**config.mk**
```make
export PLATFORM = sky130hd
export DESIGN_NAME = serdes_bist
export DESIGN_NICKNAME = d
export VERILOG_FILES = /design/src/bist_pkg.sv /design/src/serdes_bist.sv
export SDC_FILE = /design/constraint.sdc
export NUM_CORES = 1
export LEC_CHECK = 0
export BUFFER_PORTS_ARGS = -buffer_cell sky130_fd_sc_hd__buf_4
export CELL_PAD_IN_SITES_DETAIL_PLACEMENT = 1
export CELL_PAD_IN_SITES_GLOBAL_PLACEMENT = 1
export CORE_MARGIN = 4
export CORE_UTILIZATION = 40
export CTS_CLUSTER_DIAMETER = 50
export CTS_CLUSTER_SIZE = 12
export DETAILED_ROUTE_END_ITERATION = 12
export PLACE_DENSITY = 0.73
export SLEW_MARGIN = 20
export SYNTH_ARGS = -nofsm -noshare
export SYNTH_HDL_FRONTEND = slang
export SYNTH_SLANG_ARGS = --single-unit
export TNS_END_PERCENT = 20
```
**constraint.sdc**
```tcl
create_clock -name core_clk_i -period 9.95 [get_ports core_clk_i]
set_input_delay 1.99 -clock core_clk_i [delete_from_list [all_inputs] [get_ports core_clk_i]]
set_output_delay 1.99 -clock core_clk_i [all_outputs]
set_load 0.02 [all_outputs]
```
**src/bist_pkg.sv**
```systemverilog
// Constants and carrier types for the serial-lane self-test block.
// Assumes a 10-bit symbol datapath, one symbol per core clock.
package bist_pkg;
    localparam logic [7:0]  ADDR_GEN_CTL   = 8'h1c;
    localparam logic [7:0]  ADDR_CHK_CTL   = 8'h2c;
    localparam logic [7:0]  ADDR_PHASE_ERR = 8'h30;
    localparam logic [7:0]  ADDR_SCOPE_FI  = 8'h34;
    localparam logic [7:0]  ADDR_LANE_CTL  = 8'h40;
    localparam int GEN_WORD_LSB   = 20;
    localparam int GEN_INJECT_BIT = 19;
    localparam int GEN_MODE_LSB   = 16;
    localparam int CHK_SYNC_BIT   = 3;
    localparam int CNT_LSB_HI     = 16;
    localparam int SC_SAMPLE_BIT_POSITION_LSB    = 27;
    localparam int SC_SKIP_LSB    = 18;
    localparam int SC_MODE_LSB    = 16;
    localparam int PH_VAL_LSB     = 17;
    localparam int SCALE_SHIFT    = 7;
    localparam logic [31:0] GEN_CTL_RESET  = 32'h0000_0000;
    localparam logic [31:0] SCOPE_RESET    = 32'h0000_0000;
    localparam logic [14:0] CNT_MAX        = 15'h7fff;
    localparam logic [9:0]  ALL_ONES       = 10'h3ff;
    typedef enum {GEN_OFF, GEN_L15, GEN_L7, GEN_FIXED, GEN_BAL, GEN_FOUR,
                  GEN_RSV} gen_mode_t;
    typedef struct packed {
        logic        wr;
        logic        rd;
        logic [7:0]  addr;
        logic [31:0] wdata;
    } reg_req_t;
    typedef struct packed {
        logic [14:0] count;
        logic        scale;
        logic [6:0]  pre;
    } err_cnt_t;
endpackage

```
**src/serdes_bist.sv**
```systemverilog
// Serial-lane pattern generator, matcher, error counters and scope.
// Assumes symbol-rate datapath on core_clk_i and same-clock register port.
// Behaviour
// - Gen mode 1 emits LFSR15 X^15+X^14+1; mode 0 disables
// - Gen mode 2 emits LFSR7 X^7+X^6+1
// - Mode 3 repeats user word; mode 4 alternates word and complement
// - Mode 5 cycles zeros, word, ones, complement; 6 and 7 reserved
// - User word sits at bits 29:20, used in modes 3 to 5
// - Writing inject bit flips exactly one output LSB once
// - Matcher mode picks LFSR15, LFSR7, repeat-10 or inverse-10 check
// - While sync set, matcher LFSR loads from received data
// - 15-bit error count at 30:16; scale bit 31 means units of 128
// - Scale set and count at maximum flags overflow; never wraps
// - Phase value at 27:17 with dither bit 16
// - Second error counter at 14:0 with scale bit 15, same behaviour
// - Scope mode 0 off, 1 every 10 bits, 2 every 11+10*skip
// - Scope mode 3 samples every 12+10*skip bits
// - Bits 30:27 pick sampled position in every-10 mode
// - Skip field 26:18 gives symbols skipped between samples
// - Frequency offset signed at 13:1, 1.526 ppm per unit
// - Bit 0 holds frequency dither bit
// - Counters undefined at reset; gen and scope controls reset zero
// - Lane control inverts rx/tx data and forces rx/tx to zero
//
// The plain strobed port was left to the implementer.
`timescale 1ns/1ns
`default_nettype none
module serdes_bist #(
    parameter int SYM_W = 10
) (
    // Clock and reset
    input  wire logic             core_clk_i,
    input  wire logic             reset_i,
    // Register port
    input  wire bist_pkg::reg_req_t req_i,
    output logic [31:0]           rdata_o,
    // Lane datapath
    output logic [SYM_W-1:0]      tx_sym_o,
    input  wire logic [SYM_W-1:0] rx_sym_i,
    output logic                  scope_bit_o,
    output logic                  scope_valid_o,
    // Recovery loop readouts and phase-path error events
    input  wire logic [10:0]      phase_sel_i,
    input  wire logic             phase_dither_i,
    input  wire logic [12:0]      freq_offset_i,
    input  wire logic             freq_dither_i,
    input  wire logic [SYM_W-1:0] phase_err_i
);
    // Datapath functions are unrolled for exactly ten bits
    if (SYM_W != 10)
    begin : g_bad_width
        $error("serdes_bist supports only a 10-bit symbol");
    end

    // Control registers
    logic [31:0] gen_ctl_r;
    logic [3:0]  chk_ctl_r;
    logic [16:0] scope_ctl_r;
    logic [3:0]  lane_ctl_r;
    logic        inject_r;
    bist_pkg::err_cnt_t chk_cnt_r;
    bist_pkg::err_cnt_t ph_cnt_r;

    wire [9:0] user_pattern_word = gen_ctl_r[29:20];
    wire [2:0] gen_mode          = gen_ctl_r[18:16];
    wire [2:0] chk_mode          = chk_ctl_r[2:0];
    wire       chk_sync          = chk_ctl_r[bist_pkg::CHK_SYNC_BIT];
    wire [3:0] sample_bit_position = scope_ctl_r[16:13];
    wire [8:0] skip_count        = scope_ctl_r[12:4];
    wire [1:0] scope_mode        = scope_ctl_r[1:0];
    wire       inv_rx  = lane_ctl_r[3];
    wire       inv_tx  = lane_ctl_r[2];
    wire       zero_rx = lane_ctl_r[1];
    wire       zero_tx = lane_ctl_r[0];

    // Ten-step LFSR advance; bit 0 of result is first bit on the line
    function automatic logic [24:0] lfsr_step(input logic [14:0] s,
                                              input logic        l7);
        logic [14:0] st;
        logic [9:0]  o;
        logic        fb;
        st = s;
        o  = 10'h000;
        for (int i = 0; i < 10; i++)
        begin
            fb   = l7 ? (st[6] ^ st[5]) : (st[14] ^ st[13]);
            o[i] = fb;
            st   = {st[13:0], fb};
        end
        return {st, o};
    endfunction

    function automatic logic [14:0] lfsr_load(input logic [9:0] d,
                                              input logic [14:0] s);
        logic [14:0] st;
        st = s;
        for (int i = 0; i < 10; i++)
            st = {st[13:0], d[i]};
        return st;
    endfunction

    // Saturating counter with times-128 scaling once the field fills
    function automatic bist_pkg::err_cnt_t cnt_add(bist_pkg::err_cnt_t c,
                                                  input logic [3:0] n);
        bist_pkg::err_cnt_t r;
        logic [7:0] p;
        logic [15:0] s;
        r = c;
        if (!c.scale)
        begin
            s = {1'b0, c.count} + {12'h000, n};
            if (s[15])
            begin
                r.scale = 1'b1;
                r.count = {6'h00, s[15:7]};
                r.pre   = s[6:0];
            end
            else
                r.count = s[14:0];
        end
        else if (c.count != bist_pkg::CNT_MAX)
        begin
            p = {1'b0, c.pre} + {4'h0, n};
            r.pre = p[6:0];
            if (p[7])
                r.count = c.count + 15'h0001;
        end
        return r;
    endfunction

    // Generator
    logic [14:0] gen_lfsr_r;
    logic [1:0]  gen_phase_r;
    wire  [24:0] gen_step = lfsr_step(gen_lfsr_r, gen_mode == 3'h2);
    wire  [9:0]  gen_l    = gen_step[9:0];
    wire  [9:0]  gen_four = gen_phase_r == 2'h0 ? 10'h000 :
                            gen_phase_r == 2'h1 ? user_pattern_word :
                            gen_phase_r == 2'h2 ? bist_pkg::ALL_ONES :
                            ~user_pattern_word;
    wire  [9:0]  gen_bal  = gen_phase_r[0] ? ~user_pattern_word
                                           : user_pattern_word;
    wire  [9:0]  gen_sym  = (gen_mode == 3'h1 || gen_mode == 3'h2) ? gen_l :
                            gen_mode == 3'h3 ? user_pattern_word :
                            gen_mode == 3'h4 ? gen_bal :
                            gen_mode == 3'h5 ? gen_four : 10'h000;
    wire  [9:0]  gen_err  = gen_sym ^ {9'h000, inject_r};
    wire  [9:0]  tx_nxt   = zero_tx ? 10'h000
                          : (inv_tx ? ~gen_err : gen_err);
    wire  [14:0] gen_seed = gen_lfsr_r == 15'h0000 ? 15'h0001 : gen_step[24:10];

    // Matcher
    wire  [9:0]  rx_d     = zero_rx ? 10'h000
                          : (inv_rx ? ~rx_sym_i : rx_sym_i);
    logic [14:0] chk_lfsr_r;
    logic [9:0]  rx_prev_r;
    wire  [24:0] chk_step = lfsr_step(chk_lfsr_r, chk_mode == 3'h2);
    wire  [9:0]  chk_mis  = (chk_mode == 3'h1 || chk_mode == 3'h2) ?
                            (chk_step[9:0] ^ rx_d) :
                            chk_mode == 3'h3 ? (rx_d ^ rx_prev_r) :
                            chk_mode == 3'h4 ? ~(rx_d ^ rx_prev_r) :
                            10'h000;
    wire         chk_on   = chk_mode != 3'h0 && chk_mode < 3'h5 && !chk_sync;
    function automatic logic [3:0] popc(input logic [9:0] v);
        logic [3:0] n;
        n = 4'h0;
        for (int i = 0; i < 10; i++)
            n = n + {3'h0, v[i]};
        return n;
    endfunction
    wire  [3:0]  chk_n    = chk_on ? popc(chk_mis) : 4'h0;
    wire  [3:0]  ph_n     = popc(phase_err_i);

    // Scope sampler: bit counter over the stream
    logic [13:0] sc_cnt_r;
    logic [3:0]  sc_pos_r;
    wire  [13:0] sc_period = scope_mode == 2'h2 ? 14'd11 + 14'd10 * skip_count
                                                : 14'd12 + 14'd10 * skip_count;
    wire  [13:0] sc_rem    = sc_period - sc_cnt_r;
    wire         sc_hit    = scope_mode[1] && sc_rem <= 14'd10;
    wire  [3:0]  sc_idx    = scope_mode == 2'h1 ? sample_bit_position
                                                : sc_rem[3:0] - 4'h1;
    wire         sc_fire   = scope_mode == 2'h1
                             ? sample_bit_position < 4'd10 : sc_hit;
    wire  [13:0] sc_cnt_nxt = sc_hit ? 14'd10 - sc_rem : sc_cnt_r + 14'd10;
    // Skip shrunk mid-run: restart rather than wait out a wrapped remainder
    wire         sc_over    = sc_cnt_r >= sc_period;

    // Register writes
    wire wr_gen   = req_i.wr && req_i.addr == bist_pkg::ADDR_GEN_CTL;
    wire wr_chk   = req_i.wr && req_i.addr == bist_pkg::ADDR_CHK_CTL;
    wire wr_ph    = req_i.wr && req_i.addr == bist_pkg::ADDR_PHASE_ERR;
    wire wr_sc    = req_i.wr && req_i.addr == bist_pkg::ADDR_SCOPE_FI;
    wire wr_lane  = req_i.wr && req_i.addr == bist_pkg::ADDR_LANE_CTL;
    wire bist_pkg::err_cnt_t chk_upd = cnt_add(chk_cnt_r, chk_n);
    wire bist_pkg::err_cnt_t ph_upd  = cnt_add(ph_cnt_r, ph_n);

    always_ff @(posedge core_clk_i)
    begin
        if (reset_i)
        begin
            gen_ctl_r   <= bist_pkg::GEN_CTL_RESET;
            scope_ctl_r <= 17'h00000;
            chk_ctl_r   <= 4'h0;
            lane_ctl_r  <= 4'h0;
            inject_r    <= 1'b0;
        end
        else
        begin
            if (wr_gen)
                gen_ctl_r <= {2'h0, req_i.wdata[29:16], 16'h0000};
            if (wr_chk)
                chk_ctl_r <= req_i.wdata[3:0];
            if (wr_sc)
                scope_ctl_r <= {req_i.wdata[30:18], 2'h0, req_i.wdata[17:16]};
            if (wr_lane)
                lane_ctl_r <= req_i.wdata[3:0];
            inject_r <= wr_gen && req_i.wdata[bist_pkg::GEN_INJECT_BIT];
        end
    end

    // Datapath; counters deliberately not reset
    always_ff @(posedge core_clk_i)
    begin
        if (reset_i)
        begin
            gen_lfsr_r  <= 15'h0001;
            gen_phase_r <= 2'h0;
            chk_lfsr_r  <= 15'h0001;
            rx_prev_r   <= 10'h000;
            sc_cnt_r    <= 14'h0000;
            tx_sym_o    <= 10'h000;
            scope_bit_o <= 1'b0;
            scope_valid_o <= 1'b0;
        end
        else
        begin
            gen_lfsr_r  <= gen_seed;
            gen_phase_r <= gen_phase_r + 2'h1;
            tx_sym_o    <= tx_nxt;
            rx_prev_r   <= rx_d;
            chk_lfsr_r  <= chk_sync ? lfsr_load(rx_d, chk_lfsr_r)
                                    : chk_step[24:10];
            sc_cnt_r    <= (scope_mode[1] && !sc_over) ? sc_cnt_nxt
                                                      : 14'h0000;
            scope_valid_o <= sc_fire;
            scope_bit_o <= sc_fire ? rx_d[sc_idx] : scope_bit_o;
        end
    end

    always_ff @(posedge core_clk_i)
    begin
        if (wr_chk)
            chk_cnt_r <= {req_i.wdata[30:16], req_i.wdata[31], 7'h00};
        else
            chk_cnt_r <= chk_upd;
        if (wr_ph)
            ph_cnt_r <= {req_i.wdata[14:0], req_i.wdata[15], 7'h00};
        else
            ph_cnt_r <= ph_upd;
    end

    // Read mux
    wire [31:0] rd_gen = gen_ctl_r;
    wire [31:0] rd_chk = {chk_cnt_r.scale, chk_cnt_r.count, 12'h000, chk_ctl_r};
    wire [31:0] rd_ph  = {4'h0, phase_sel_i, phase_dither_i,
                          ph_cnt_r.scale, ph_cnt_r.count};
    wire [31:0] rd_sc  = {1'b0, scope_ctl_r[16:4], scope_ctl_r[1:0], 2'h0,
                          freq_offset_i, freq_dither_i};
    wire [31:0] rd_sel = req_i.addr == bist_pkg::ADDR_GEN_CTL   ? rd_gen :
                         req_i.addr == bist_pkg::ADDR_CHK_CTL   ? rd_chk :
                         req_i.addr == bist_pkg::ADDR_PHASE_ERR ? rd_ph  :
                         req_i.addr == bist_pkg::ADDR_SCOPE_FI  ? rd_sc  :
                         req_i.addr == bist_pkg::ADDR_LANE_CTL
                             ? {28'h0000000, lane_ctl_r} : 32'h0000_0000;

    always_ff @(posedge core_clk_i)
    begin
        if (reset_i)
            rdata_o <= 32'h0000_0000;
        else
            rdata_o <= req_i.rd ? rd_sel : 32'h0000_0000;
    end
endmodule
`default_nettype wire

```
==> impl_metrics.csv <==
group,metric,value,unit
sta,hold_violations,0,
worst_setup_path,cp-start-kind,"input port",
cells_and_area,n_fill_cell,3545,
placed_design,postPlaceCellArea,0.0135,mm²
floorplanning,core_area,0.0299,mm²
cells_and_area,stdcell_area,0.0141,mm²
worst_setup_path,r2r_start,"chk_ctl_r[0]",
hold_path,worstHoldPathCells,1,
floorplanning,die-area,0.0333,mm²
floorplanning,fp-row-count,63,
placed_design,io_buffers,133,
hold_path,min_to,"gen_phase_r[0]",
routing,drtAntennaViolNets,0,
worst_setup_path,worstPathArrival,8.11,ns
cells_and_area,drive_gt1_share,13.3,%
logic_synthesis,synth.most_common_cell,"dfxtp_1",
cts,cts_max_level,4,
routing,wl_per_cell,19.7,µm
logic_synthesis,syn_avg_cell_area,8.28,µm²
cts,cts_buffer_depth,2,
cts,cts_root_buf,"clkbuf_16",
hold_path,hold_path.class,"reg -> reg",
logic_synthesis,yosys_warnings,0,
grt,grtUsageTotal,23.0,%
placed_design,hpwl,29500,µm
cells_and_area,fin_nets,1732,
worst_setup_path,crit_chain,"buf_4 -> xnor2_1 -> nor2_1 -> xnor2_1 -> a22oi_1 -> o22a_1 -> fa_1 -> inv_1 -> fa_1 -> inv_1 -> fa_1 -> inv_1 -> ha_1 -> fa_1 -> xnor2_1 -> nor4_1 -> ha_1 -> a21o_1 -> a21oi_1 -> nor3_1 -> xnor2_1 -> nor3_1 -> a221oi_1 -> a21oi_1",
logic_synthesis,synth.largest_area_cell,"dfxtp_1",
grt,grt_start_max_net_pins,74,
cts,post_cts_buffers,0,
floorplanning,io_pins,134,
worst_setup_path,critPathMaxStageDelay,0.57,ns
grt,grt_pass1_wl,61800,µm
cts,clock_latency,0.45,ns
floorplanning,die_x,183,µm
cts,numCtsBuffers,17,
worst_setup_path,r2r_end,"chk_cnt_r[9]",
worst_setup_path,critPathKind,"in -> reg",
cts,cts_resized,0,
grt,grt_pass1_vias,11300,
routing,vias,11000,
grt,antenna_found_initial,1,
logic_synthesis,synth_seq_area_share,32.7,%
cells_and_area,area_growth,15.4,%
sta,setup_viol,0,
floorplanning,initial_core_util,40.8,%
cts,clock-sinks,184,
placed_design,gp_congestion,0.857,
worst_setup_path,end_kind,"flip-flop",
routing,vias_per_cell,5.58,
power_and_ir_drop,power_density,169,mW/mm²
cells_and_area,final_core_util,47.1,%
sta,skew,0.0162,ns
floorplanning,die_y,183,µm
cts,clk_pin_slew,0.08,ns
sta,fin_tns_setup,0,ns
cts,postCtsHoldBufs,0,
logic_synthesis,async_flop_share,0,%
routing,detail_route.iter0.violations,581,
sta,worst_slew_pin_slew,1.16,ns
grt,grt-ovfl-total,0,
sta,hold_ws,0.456,ns
hold_path,min-delay-start,"gen_phase_r[0]",
sta,max_freq,126,MHz
worst_setup_path,crit_required,10.12,ns
worst_setup_path,critPathMaxFanout,4,
power_and_ir_drop,vdd_drop_max,0.000107,V
power_and_ir_drop,p_leak,5.78,nW
logic_synthesis,synth_flop_cell,"dfxtp_1",
job,maxCapViolCount,0,
logic_synthesis,synth_top_area_share,25.3,%
sta,slew_headroom,22.1,%
logic_synthesis,syn_area,0.0122,mm²
logic_synthesis,synth_area_leaders,"dfxtp_1 (25%), edfxtp_1 (7.4%), ha_1 (6.9%)",
logic_synthesis,syn-num-nets,1647,
sta,final.min_clock_period,7.94,ns
logic_synthesis,netlist_top_cells_count,"dfxtp_1 (154), nor2_1 (148), nand2_1 (141)",
sta,post-route-period-util,79.8,%
worst_setup_path,reg2regPathDepth,25,
worst_setup_path,cp.buffers_inverters,4,
routing,drt-total-wl,38700,µm
worst_setup_path,crit_family,"adder cells",
run_status,outcome,"complete, no violations",
logic_synthesis,synth_cell_types,78,
logic_synthesis,synth-edff-count,30,
worst_setup_path,r2r_setup_slack,2.69,ns
logic_synthesis,syn_inst,1472,
sta,rsz0062_at_grt,"no",
sta,drv_slew,0,
routing,firstDrtPassIters,5,
routing,drc_errors,0,
cts,cts_tree,"done",
logic_synthesis,synth_seq_cells,184,
worst_setup_path,crit_path_top_delay_cell,"fa_1",
## per-stage QoR
stage / instances / worst slack, ns / total power [mW]
floorplan: 1472 / 1.61 / 1.49
global placement: 1927 / 1.71 / 1.67
detailed placement: 1927 / 1.52 / 1.71
CTS: 1959 / 1.99 / 2.39
global route: 1961 / 1.59 / 2.53
finish: 1961 / 2.01 / 2.38
## layout by cell type (no fill, tap or decap), types with 18 or more instances in the layout
cell type / Yosys / final
dfxtp_1: 154 / 154
nor2_1: 148 / 147
buf_4: 0 / 144
nand2_1: 141 / 141
a21oi_1: 131 / 131
xnor2_1: 93 / 93
inv_1: 80 / 80
ha_1: 67 / 67
o21ai_0: 46 / 46
mux2i_1: 42 / 42
xor2_1: 38 / 38
nor3_1: 39 / 37
o21ai_1: 35 / 34
a22oi_1: 31 / 31
edfxtp_1: 30 / 30
nand3_1: 28 / 28
nor2b_1: 23 / 23
a21o_1: 18 / 18
fa_1: 18 / 18
clkbuf_16: 0 / 18
## layer usage
layer	share of wire (%)	vias up	global-route usage [%]
met5	0	-	0
met3	4.1	32	3.93
li1	-	5350	-
met1	47	5372	31.4
met4	1.3	0	4.59
met2	47	197	38.5
## area by class of cell
type / instances / area [µm²] / share of cell area [%]
clock buffers: 24 / 503 / 3.58
inverters: 80 / 300 / 2.14
well taps: 390 / 488 / 3.47
repair buffers: 145 / 1090 / 7.77
clock inverters: 8 / 60.1 / 0.427
flip-flops and latches: 184 / 3980 / 28.3
multi-input cells: 1129 / 7630 / 54.3
diodes: 1 / 2.50 / 0.0178
## kinds of logic after synthesis
group / synth area share [%]
flip-flops: 32.7
buffers and inverters: 4.98
XOR/XNOR: 9.60
other: 0.0308
AND/OR/NAND/NOR: 18.1
multiplexers: 4.01
AO/OA/AOI/OAI: 20.8
adder cells (fa/ha/maj): 9.84
## registers in the layout (all words and copies together) (netlist names)
name,count
scope_bit_o,1
gen_ctl_r,14
scope_valid_o,1
scope_ctl_r,15
gen_phase_r,2
lane_ctl_r,4
chk_lfsr_r,15
chk_cnt_r,23
gen_lfsr_r,15
chk_ctl_r,4
rx_prev_r,10
tx_sym_o,10
rdata_o,32
inject_r,1
ph_cnt_r,23
sc_cnt_r,14
## power breakdown
group | switching, mW | leakage, nW | internal (mW) | total [mW]
logic | 0.369 | 3.95 | 0.314 | 0.683
clock network | 0.321 | 0.269 | 0.358 | 0.679
registers | 0.134 | 1.57 | 0.879 | 1.01
total | 0.824 | 5.78 | 1.55 | 2.38
## how the worst max path moves through the flow
stage | end | start | slack [ns] | cells after the start
floorplan | chk_cnt_r[10] | rx_sym_i[0] | 1.61 | 20
global placement | chk_cnt_r[9] | rx_sym_i[0] | 1.71 | 24
detailed placement | chk_cnt_r[9] | rx_sym_i[0] | 1.52 | 24
CTS | chk_cnt_r[9] | rx_sym_i[0] | 1.99 | 24
global route | chk_cnt_r[1] | rx_sym_i[0] | 1.59 | 23
finish | chk_cnt_r[9] | rx_sym_i[0] | 2.01 | 24
No activity file was read; power rests on OpenSTA's default activity.
